### src/design/dfp_pkg.sv
// Purpose: constants for the bridge fault supervisor
// Assumes: 125 MHz clock, AXI4-Lite register access
// Notes: times kept in ns, cycle counts derived here
package dfp_pkg;
   // ---------------------------------------------------------------
   // register map (byte addresses)
   // ---------------------------------------------------------------
   localparam logic [4:0] ADDR_CTRL = 5'h00;
   localparam logic [4:0] ADDR_SHORT = 5'h04;
   localparam logic [4:0] ADDR_STATUS = 5'h08;
   localparam logic [4:0] ADDR_IRQ_STAT = 5'h0c;
   localparam logic [4:0] ADDR_IRQ_MASK = 5'h10;
   // control word fields
   localparam int CTRL_EN = 0;
   localparam int CTRL_OTSEL = 1;
   localparam int CTRL_LSDIS = 3;
   localparam int CTRL_HSDIS = 4;
   // short detector config fields
   localparam int SC_LS_LVL = 0;
   localparam int SC_HS_LVL = 8;
   localparam int SC_FILT = 16;
   localparam int SC_DLY = 20;
   // level limits, filter code after reset
   localparam logic [3:0] LS_LVL_MIN = 4'h4;
   localparam logic [3:0] HS_LVL_MIN = 4'h2;
   localparam logic [1:0] FILT_RST = 2'h1;
   localparam logic [1:0] RETRIES = 2'h3;
   // ---------------------------------------------------------------
   // timing
   // ---------------------------------------------------------------
   localparam int CLK_NS = 8;
   localparam int FILT0_NS = 100;
   localparam int FILT1_NS = 1000;
   localparam int FILT2_NS = 2000;
   localparam int FILT3_NS = 3000;
   localparam int DLY0_NS = 750;
   localparam int DLY1_NS = 1500;
   localparam int RETRY_NS = 1000;
   // least times, rounded up to whole cycles
   localparam int FILT0_CYC = (FILT0_NS + CLK_NS - 1) / CLK_NS;
   localparam int FILT1_CYC = (FILT1_NS + CLK_NS - 1) / CLK_NS;
   localparam int FILT2_CYC = (FILT2_NS + CLK_NS - 1) / CLK_NS;
   localparam int FILT3_CYC = (FILT3_NS + CLK_NS - 1) / CLK_NS;
   localparam int DLY0_CYC = (DLY0_NS + CLK_NS - 1) / CLK_NS;
   localparam int DLY1_CYC = (DLY1_NS + CLK_NS - 1) / CLK_NS;
   localparam int RETRY_CYC = (RETRY_NS + CLK_NS - 1) / CLK_NS;
   localparam logic [1:0] RESP_OK = 2'h0;
   localparam logic [1:0] RESP_ERR = 2'h2;
endpackage

### src/design/dfp_fault_supervisor.sv
// Purpose: temperature, short and open load supervision of two bridges
// Assumes: detector inputs synchronous to aclk
// Notes: registers over AXI4-Lite, one level interrupt
`timescale 1ns/1ps
// Operation
// - prewarn flag; shutdown at selected threshold
// - shutdown holds until prewarn clears
// - three retries before continuous shutdown
// - switch off only faulty bridge, flag type
// - restart needs driver disable then enable
// - low-side level 4..15, default from OTP
// - high-side level 2..15
// - two-bit filter: 100ns,1us,2us,3us
// - delay select: 750ns or 1500ns
// - low-side disable kills supply short protection
// - high-side disable kills ground short protection
// - open load flag when current unreached
// - no open load evaluation at standstill
// - open load flags never affect bridges
// - level outputs steer low/high side detectors
module dfp_fault_supervisor (
   input wire logic aclk,
   input wire logic aresetn,
   input wire logic [4:0] s_axi_awaddr,
   input wire logic s_axi_awvalid,
   output logic s_axi_awready,
   input wire logic [31:0] s_axi_wdata,
   input wire logic [3:0] s_axi_wstrb,
   input wire logic s_axi_wvalid,
   output logic s_axi_wready,
   output logic [1:0] s_axi_bresp,
   output logic s_axi_bvalid,
   input wire logic s_axi_bready,
   input wire logic [4:0] s_axi_araddr,
   input wire logic s_axi_arvalid,
   output logic s_axi_arready,
   output logic [31:0] s_axi_rdata,
   output logic [1:0] s_axi_rresp,
   output logic s_axi_rvalid,
   input wire logic s_axi_rready,
   input wire logic temp_prewarn,
   input wire logic [2:0] temp_over,
   input wire logic [1:0] ls_short,
   input wire logic [1:0] hs_short,
   input wire logic [1:0] bridge_switch,
   input wire logic motor_standstill,
   input wire logic [1:0] coil_eval,
   input wire logic [1:0] coil_reached,
   input wire logic [3:0] otp_lowside_level,
   input wire logic [3:0] otp_highside_level,
   output logic [1:0] bridge_enable,
   output logic [3:0] lowside_short_level,
   output logic [3:0] highside_short_level,
   output logic irq
);
   typedef struct packed {
      logic drv_en;
      logic [1:0] ot_sel;
      logic lowside_short_disable;
      logic highside_short_disable;
      logic [3:0] ls_lvl;
      logic [3:0] hs_lvl;
      logic [1:0] filt;
      logic dly;
      logic otp_done;
      logic overtemp_shutdown_flag;
      logic prewarn;
      logic [1:0][8:0] since_sw;
      logic [1:0][8:0] filt_cnt;
      logic [1:0][1:0] retry;
      logic [1:0][7:0] pause;
      logic [1:0] shut;
      logic [1:0] gnd_flag;
      logic [1:0] sup_flag;
      logic [1:0] ol;
      logic [1:0] br_en;
      logic [5:0] irq_stat;
      logic [5:0] irq_mask;
      logic aw_hold;
      logic [4:0] aw_addr;
      logic w_hold;
      logic [31:0] w_data;
      logic bvalid;
      logic [1:0] bresp;
      logic rvalid;
      logic [31:0] rdata;
      logic [1:0] rresp;
   } dfp_state_type;

   dfp_state_type s;
   dfp_state_type next_s;
   logic [1:0] conf;
   logic ot_trip;

   // level clamp: below the legal floor reads as the floor
   function automatic logic [3:0] dfp_clamp(input logic [3:0] v,
                                            input logic [3:0] lo);
      dfp_clamp = (v < lo) ? lo : v;
   endfunction

   // filter code to cycles
   function automatic logic [8:0] dfp_filt_cyc(input logic [1:0] c);
      unique case (c)
         2'h0: dfp_filt_cyc = 9'(dfp_pkg::FILT0_CYC);
         2'h1: dfp_filt_cyc = 9'(dfp_pkg::FILT1_CYC);
         2'h2: dfp_filt_cyc = 9'(dfp_pkg::FILT2_CYC);
         2'h3: dfp_filt_cyc = 9'(dfp_pkg::FILT3_CYC);
      endcase
   endfunction

   // status word, shared by read mux
   function automatic logic [31:0] dfp_status(input dfp_state_type q);
      dfp_status = {20'h00000, q.br_en, q.shut, q.ol, q.sup_flag,
                    q.gnd_flag, q.overtemp_shutdown_flag, q.prewarn};
   endfunction

   // ---------------------------------------------------------------
   // next state
   // ---------------------------------------------------------------
   always_comb begin
      logic det;
      logic hs_hit;
      logic [8:0] dneed;
      logic [5:0] ev;
      logic wr;
      logic rd_irq;
      det = 1'b0;
      hs_hit = 1'b0;
      dneed = s.dly ? 9'(dfp_pkg::DLY1_CYC) : 9'(dfp_pkg::DLY0_CYC);
      ev = 6'h00;
      rd_irq = 1'b0;
      wr = 1'b0;
      next_s = s;
      conf = 2'h0;
      // strap capture one cycle after reset release
      if (!s.otp_done) begin
         next_s.otp_done = 1'b1;
         next_s.ls_lvl = dfp_clamp(otp_lowside_level,
                                   dfp_pkg::LS_LVL_MIN);
         next_s.hs_lvl = dfp_clamp(otp_highside_level,
                                   dfp_pkg::HS_LVL_MIN);
         next_s.filt = dfp_pkg::FILT_RST;
      end
      // thermal: select one of three thresholds, code 3 = highest
      ot_trip = (s.ot_sel == 2'h3) ? temp_over[2] : temp_over[s.ot_sel];
      next_s.prewarn = temp_prewarn;
      // latch holds while prewarn is still up, avoids heat cycling
      next_s.overtemp_shutdown_flag = ot_trip
         | (s.overtemp_shutdown_flag & temp_prewarn);
      ev[0] = next_s.overtemp_shutdown_flag & ~s.overtemp_shutdown_flag;
      ev[1] = temp_prewarn & ~s.prewarn;
      // per bridge short handling
      for (int i = 0; i < 2; i++) begin
         det = (ls_short[i] & ~s.lowside_short_disable)
             | (hs_short[i] & ~s.highside_short_disable);
         hs_hit = hs_short[i] & ~s.highside_short_disable;
         next_s.since_sw[i] = bridge_switch[i] ? 9'h000
            : (s.since_sw[i] == 9'h1ff ? s.since_sw[i]
               : s.since_sw[i] + 9'h001);
         next_s.filt_cnt[i] = !det ? 9'h000
            : (s.filt_cnt[i] == 9'h1ff ? s.filt_cnt[i]
               : s.filt_cnt[i] + 9'h001);
         // spike filter plus blanking after a switch edge
         conf[i] = det && s.br_en[i]
            && (s.filt_cnt[i] + 9'h001 >= dfp_filt_cyc(s.filt))
            && (s.since_sw[i] >= dneed);
         if (s.pause[i] != 8'h00) begin
            next_s.pause[i] = s.pause[i] - 8'h01;
         end
         if (conf[i]) begin
            next_s.filt_cnt[i] = 9'h000;
            if (s.retry[i] == dfp_pkg::RETRIES) begin
               next_s.shut[i] = 1'b1;
               next_s.gnd_flag[i] = hs_hit;
               next_s.sup_flag[i] = ~hs_hit;
               ev[2 + i] = 1'b1;
            end else begin
               // transient: brief off time, then try again
               next_s.retry[i] = s.retry[i] + 2'h1;
               next_s.pause[i] = 8'(dfp_pkg::RETRY_CYC);
            end
         end
         // disabling the driver arms a fresh start
         if (!s.drv_en) begin
            next_s.shut[i] = 1'b0;
            next_s.retry[i] = 2'h0;
            next_s.pause[i] = 8'h00;
         end
         // open load: only judged while moving, never acts
         if (coil_eval[i] && !motor_standstill) begin
            next_s.ol[i] = ~coil_reached[i];
            ev[4 + i] = ~coil_reached[i] & ~s.ol[i];
         end
         next_s.br_en[i] = next_s.drv_en & ~next_s.shut[i]
            & ~next_s.overtemp_shutdown_flag
            & (next_s.pause[i] == 8'h00);
      end
      // ------------------------------------------------------------
      // axi write path: address and data in either order
      // ------------------------------------------------------------
      if (s_axi_awvalid && s_axi_awready) begin
         next_s.aw_hold = 1'b1;
         next_s.aw_addr = s_axi_awaddr;
      end
      if (s_axi_wvalid && s_axi_wready) begin
         next_s.w_hold = 1'b1;
         next_s.w_data = s_axi_wdata;
         for (int b = 0; b < 4; b++) begin
            if (!s_axi_wstrb[b]) begin
               next_s.w_data[8*b +: 8] = 8'h00;
            end
         end
      end
      wr = s.aw_hold && s.w_hold && !s.bvalid;
      if (s.bvalid && s_axi_bready) begin
         next_s.bvalid = 1'b0;
      end
      if (wr) begin
         next_s.aw_hold = 1'b0;
         next_s.w_hold = 1'b0;
         next_s.bvalid = 1'b1;
         next_s.bresp = dfp_pkg::RESP_OK;
         unique case (s.aw_addr)
            dfp_pkg::ADDR_CTRL: begin
               next_s.drv_en = s.w_data[dfp_pkg::CTRL_EN];
               next_s.ot_sel = s.w_data[dfp_pkg::CTRL_OTSEL +: 2];
               next_s.lowside_short_disable =
                  s.w_data[dfp_pkg::CTRL_LSDIS];
               next_s.highside_short_disable =
                  s.w_data[dfp_pkg::CTRL_HSDIS];
            end
            dfp_pkg::ADDR_SHORT: begin
               next_s.ls_lvl = dfp_clamp(
                  s.w_data[dfp_pkg::SC_LS_LVL +: 4],
                  dfp_pkg::LS_LVL_MIN);
               next_s.hs_lvl = dfp_clamp(
                  s.w_data[dfp_pkg::SC_HS_LVL +: 4],
                  dfp_pkg::HS_LVL_MIN);
               next_s.filt = s.w_data[dfp_pkg::SC_FILT +: 2];
               next_s.dly = s.w_data[dfp_pkg::SC_DLY];
            end
            dfp_pkg::ADDR_STATUS, dfp_pkg::ADDR_IRQ_STAT: begin
            end
            dfp_pkg::ADDR_IRQ_MASK: begin
               next_s.irq_mask = s.w_data[5:0];
            end
            default: begin
               next_s.bresp = dfp_pkg::RESP_ERR;
            end
         endcase
      end
      // ------------------------------------------------------------
      // axi read path, one cycle answer
      // ------------------------------------------------------------
      if (s.rvalid && s_axi_rready) begin
         next_s.rvalid = 1'b0;
      end
      if (s_axi_arvalid && s_axi_arready) begin
         next_s.rvalid = 1'b1;
         next_s.rresp = dfp_pkg::RESP_OK;
         next_s.rdata = 32'h00000000;
         unique case (s_axi_araddr)
            dfp_pkg::ADDR_CTRL: next_s.rdata[4:0] =
               {s.highside_short_disable, s.lowside_short_disable,
                s.ot_sel, s.drv_en};
            dfp_pkg::ADDR_SHORT: next_s.rdata[20:0] =
               {s.dly, 2'h0, s.filt, 4'h0, s.hs_lvl, 4'h0, s.ls_lvl};
            dfp_pkg::ADDR_STATUS: next_s.rdata = dfp_status(s);
            dfp_pkg::ADDR_IRQ_STAT: begin
               next_s.rdata[5:0] = s.irq_stat;
               rd_irq = 1'b1;
            end
            dfp_pkg::ADDR_IRQ_MASK: next_s.rdata[5:0] = s.irq_mask;
            default: next_s.rresp = dfp_pkg::RESP_ERR;
         endcase
      end
      // read clears, but an event in the same cycle survives
      next_s.irq_stat = (rd_irq ? 6'h00 : s.irq_stat) | ev;
   end

   // ---------------------------------------------------------------
   // state register
   // ---------------------------------------------------------------
   always_ff @(posedge aclk) begin
      if (!aresetn) begin
         s <= '0;
      end else begin
         s <= next_s;
      end
   end

   // ---------------------------------------------------------------
   // outputs
   // ---------------------------------------------------------------
   assign s_axi_awready = !s.aw_hold && !s.bvalid;
   assign s_axi_wready = !s.w_hold && !s.bvalid;
   assign s_axi_bvalid = s.bvalid;
   assign s_axi_bresp = s.bresp;
   assign s_axi_arready = !s.rvalid;
   assign s_axi_rvalid = s.rvalid;
   assign s_axi_rdata = s.rdata;
   assign s_axi_rresp = s.rresp;
   assign bridge_enable = s.br_en;
   assign lowside_short_level = s.ls_lvl;
   assign highside_short_level = s.hs_lvl;
   assign irq = |(s.irq_stat & s.irq_mask);
endmodule

### config.mk
export PLATFORM = sky130hd
export DESIGN_NAME = dfp_fault_supervisor
export DESIGN_NICKNAME = d
export VERILOG_FILES = /design/src/design/dfp_pkg.sv /design/src/design/dfp_fault_supervisor.sv
export SDC_FILE = /design/constraint.sdc
export NUM_CORES = 1
export LEC_CHECK = 0
export ABC_CLOCK_PERIOD_IN_PS = 3200
export BUFFER_PORTS_ARGS = -buffer_cell sky130_fd_sc_hd__buf_4
export CORE_UTILIZATION = 56
export CTS_CLUSTER_DIAMETER = 120
export CTS_CLUSTER_SIZE = 10
export DETAILED_ROUTE_END_ITERATION = 7
export GPL_TIMING_DRIVEN = 0
export HOLD_SLACK_MARGIN = 0.03
export PLACE_DENSITY = 0.8
export SLEW_MARGIN = 20
export SYNTH_ARGS = -nofsm -noshare
export SYNTH_HDL_FRONTEND = slang
export SYNTH_SLANG_ARGS = --single-unit
### constraint.sdc
create_clock -name aclk -period 3.2 [get_ports aclk]
set_input_delay 0.32 -clock aclk [delete_from_list [all_inputs] [get_ports aclk]]
set_output_delay 0.32 -clock aclk [all_outputs]
set_load 0.1 [all_outputs]
==> flow_summary_export.csv <==
group,metric,value,unit
sta,fin_hold_ws,0.139,ns
worst_setup_path,path_buf_inv,1,
sta,timing.final.crit_share,95.6,%
placement,gp_congestion,0.862,
floorplanning,core_area,12600,sq um
floorplanning,io_pins,128,
floorplanning,die_w,115,microns
synthesis,synth_cell_type_count,60,
placement,place_hpwl,12300,microns
floorplanning,die_h,115,microns
sta,tns,0,ns
pwr,power_density,484,nW/um^2
sta,slew_headroom,43.9,%
routing,drt-vias-per-instance,5.41,
floorplanning,num_rows,41,
sta,fin_worst_skew,0.00586,ns
finish,area_growth,22.3,%
worst_setup_path,critPathTopFamily,"simple AND/OR/NAND/NOR gates",
global_route,track_usage,27.0,%
routing,wirelength,17000,microns
floorplanning,initial_core_util,57.2,%
pwr,leakagePower,0.00377,uW
worst_setup_path,arrival,3.37,ns
synthesis,synth-seq-area-share,37.9,%
synthesis,synthFlopType,"dfxtp_1",
clock_network,cts_sinks,136,
run,maxCapViolCount,0,
synthesis,synth_seq_cells,136,
clock_network,cts_made_buffers,17,
clock_network,cts_tree,"done",
sta,finalCriticalPeriod,3.06,ns
routing,drtAntennaViolNets,0,
clock_network,path_clk_slew,0.05,ns
global_route,grt-ovfl-total,0,
routing,wl_per_cell,14.9,microns
placement,io_buffers,87,
finish,regArea,2730,sq um
worst_setup_path,critPathMaxFanout,10,
finish,fill_cells,1026,
worst_setup_path,path_cells,"ha_4, nand3_2, nor2_4, and3_1, ha_1, ha_4, nand4_1, nor3_2, a211oi_4, or3_1, buf_4, nand2_2, and4b_1",
pwr,peakVddDrop,0.463,mV
synthesis,synth_edf_count,0,
global_route,grt_max_degree,17,
sta,setup_viol,0,
global_route,grt_pass1_wl,27400,microns
sta,layout_setup_ws,0.141,ns
synthesis,synth_area,7190,sq um
worst_setup_path,setup.worst_path.end_class,"register",
finish,drive_above_1_share,19.6,%
worst_setup_path,max_stage_delay,0.40,ns
global_route,antenna_found_initial,0,
clock_network,clk-insertion-delay-late,0.42,ns
routing,route.detailed.drc,0,
pwr,total_power,4250,uW
clock_network,clock-root-buffer,"clkbuf_16",
clock_network,htree_levels,4,
worst_setup_path,worstSetupStartpointType,"register",
finish,final_nets,1074,
routing,drtIter0Drc,382,
clock_network,ctsHoldBuffers,0,
finish,insertedDiodeCount,0,
outcome,outcome,"complete, no violations",
placement,pre_cts_ws,-0.240,ns
worst_setup_path,worst-setup-path-type,"reg -> reg",
floorplanning,dieArea,13300,sq um
routing,first_pass_iters,6,
worst_setup_path,cp_slowest_cell,"or3_1",
clock_network,cts_max_path_buffers,2,
sta,drv_slew,0,
finish,multiInputGateArea,4060,sq um
global_route,grt_pass1_vias,5607,
worst_hold_path,hold_class,"in -> reg",
worst_setup_path,worst_path_most_repeated_cell,"ha_4",
sta,finalHoldViolCount,0,
synthesis,synth-async-reset-ratio,0,%
synthesis,synthCells,834,
routing,vias,6187,
sta,clock.fmax,0.327,GHz
worst_setup_path,worst_ep_required_time,3.51,ns
sta,worst_pin_slew,0.835,ns
synthesis,ys_warn_count,0,
synthesis,synth.avg_cell_area,8.62,sq um
-- cell usage after synthesis, drive strengths merged, types with 2 or more instances --
| cell type | n | area (sq um) |
|---|---|---|
| a21boi | 24 | 180 |
| a22o | 2 | 17.5 |
| or3 | 7 | 48.8 |
| nor2 | 80 | 300 |
| o21ai | 36 | 180 |
| xnor2 | 24 | 210 |
| xor2 | 27 | 236 |
| mux2i | 35 | 350 |
| or2 | 3 | 18.8 |
| a221oi | 8 | 70.1 |
| inv | 22 | 82.6 |
| ha | 40 | 500 |
| nor2b | 37 | 231 |
| o31ai | 2 | 15.0 |
| nand2 | 85 | 319 |
| nor4b | 2 | 23.8 |
| a2111oi | 2 | 20.0 |
| nand3b | 4 | 42.5 |
| o311a | 2 | 20.0 |
| clkbuf | 28 | 105 |
| nand3 | 38 | 190 |
| nor3 | 11 | 55.1 |
| o211a | 8 | 80.1 |
| o211ai | 4 | 30.0 |
| dfxtp | 136 | 2720 |
| a211oi | 3 | 22.5 |
| a22oi | 7 | 52.6 |
| nand2b | 8 | 50.1 |
| and3b | 2 | 17.5 |
| nor3b | 7 | 52.6 |
| o21a | 7 | 52.6 |
| and2 | 7 | 43.8 |
| and3 | 7 | 43.8 |
| a21oi | 36 | 180 |
| nor4 | 6 | 43.8 |
| buf | 51 | 374 |
| or4 | 3 | 22.5 |
| a21o | 2 | 15.0 |
| nand4 | 5 | 31.3 |
| a31oi | 3 | 18.8 |
| o311ai | 2 | 17.5 |
-- registers in the layout, summed over array words and instances, names as in the netlist --
register and flops:
s 107, s_axi_rdata 15, highside_short_level 4, lowside_short_level 4, bridge_enable 2, s_axi_bresp 1
s_axi_bvalid 1, s_axi_rresp 1, s_axi_rvalid 1
-- report_power, final --
part / internal [uW] / switching [uW] / leakage [uW]
sequential: 1740 / 49.6 / 0.00111
combinational: 196 / 420 / 0.00239
clock: 1140 / 702 / 0.000282
total: 3080 / 1170 / 0.00377
-- cells in the final DEF, fill, tap and decap left out, types with 4 or more instances in the layout --
cell / n
nor4_1: 5
a21boi_0: 24
o21ai_0: 35
conb_1: 19
and2_1: 7
clkbuf_8: 4
o211ai_1: 4
ha_1: 38
nand2_1: 84
nor3_1: 9
o211a_1: 8
clkbuf_16: 17
nor2_1: 79
nor3b_1: 7
xnor2_1: 24
dfxtp_1: 134
and3_1: 6
a221oi_1: 8
a21oi_1: 35
o21a_1: 7
clkinv_2: 7
nand4_1: 5
nand3_1: 37
mux2i_1: 35
a22oi_1: 7
nand2b_1: 8
inv_1: 22
clkbuf_1: 29
nor2b_1: 37
buf_4: 135
or3_1: 6
xor2_1: 27
-- cells by family after synthesis --
family | count (synthesis) | share of synthesized area, %
AND/OR/NAND/NOR | 316 | 21.9
AO/OA/AOI/OAI | 154 | 14.3
flip-flops | 136 | 37.9
buffers and inverters | 101 | 7.82
XOR/XNOR | 51 | 6.21
adder cells (fa/ha/maj) | 40 | 6.96
multiplexers | 35 | 4.87
other | 1 | 0.0522
-- path summary, 6_finish.rpt --
path                   from               end  slack [ns]  depth (start not counted)
max reg2reg          s[128]  bridge_enable[1]        0.14                         13
min reg2reg  s_axi_rdata[6]    s_axi_rdata[6]        0.46                          2
min           s_axi_arvalid      s_axi_rvalid        0.14                          2
max                  s[128]  bridge_enable[1]        0.14                         13
-- per-stage QoR --
step,std cells,util [%],area [sq um]
after floorplan,852,-,7260
after global placement,1111,64.6,8120
after detailed placement,1111,64.7,8130
after CTS,1143,69.3,8710
after global routing,1143,69.9,8790
final,1143,69.9,8790
-- cell type report --
type	instances	area share, %
Multi-Input combinational cell	615	46.2
Sequential cell	136	31.0
Timing Repair Buffer	88	7.52
Clock buffer	23	5.55
Buffer	78	5.44
Tap cell	172	2.45
Inverter	22	0.940
Clock inverter	9	0.826
-- per-layer routing --
layer / up-vias / track usage, % / share of wire [%]
met3: 29 / 6.80 / 5.9
met1: 2915 / 35.7 / 45
met5: - / 0 / 0
li1: 3076 / - / -
met4: 0 / 9.09 / 1.8
met2: 167 / 42.9 / 47
-- repair_timing --
action / in CTS / in global routing
setup endpoints to repair: 15 / 35
pin swaps: 1 / 3
cloned: 0 / 0
buffers inserted: 0 / 1
gates resized for setup: 6 / 15
(Power assumes the default switching activity.)
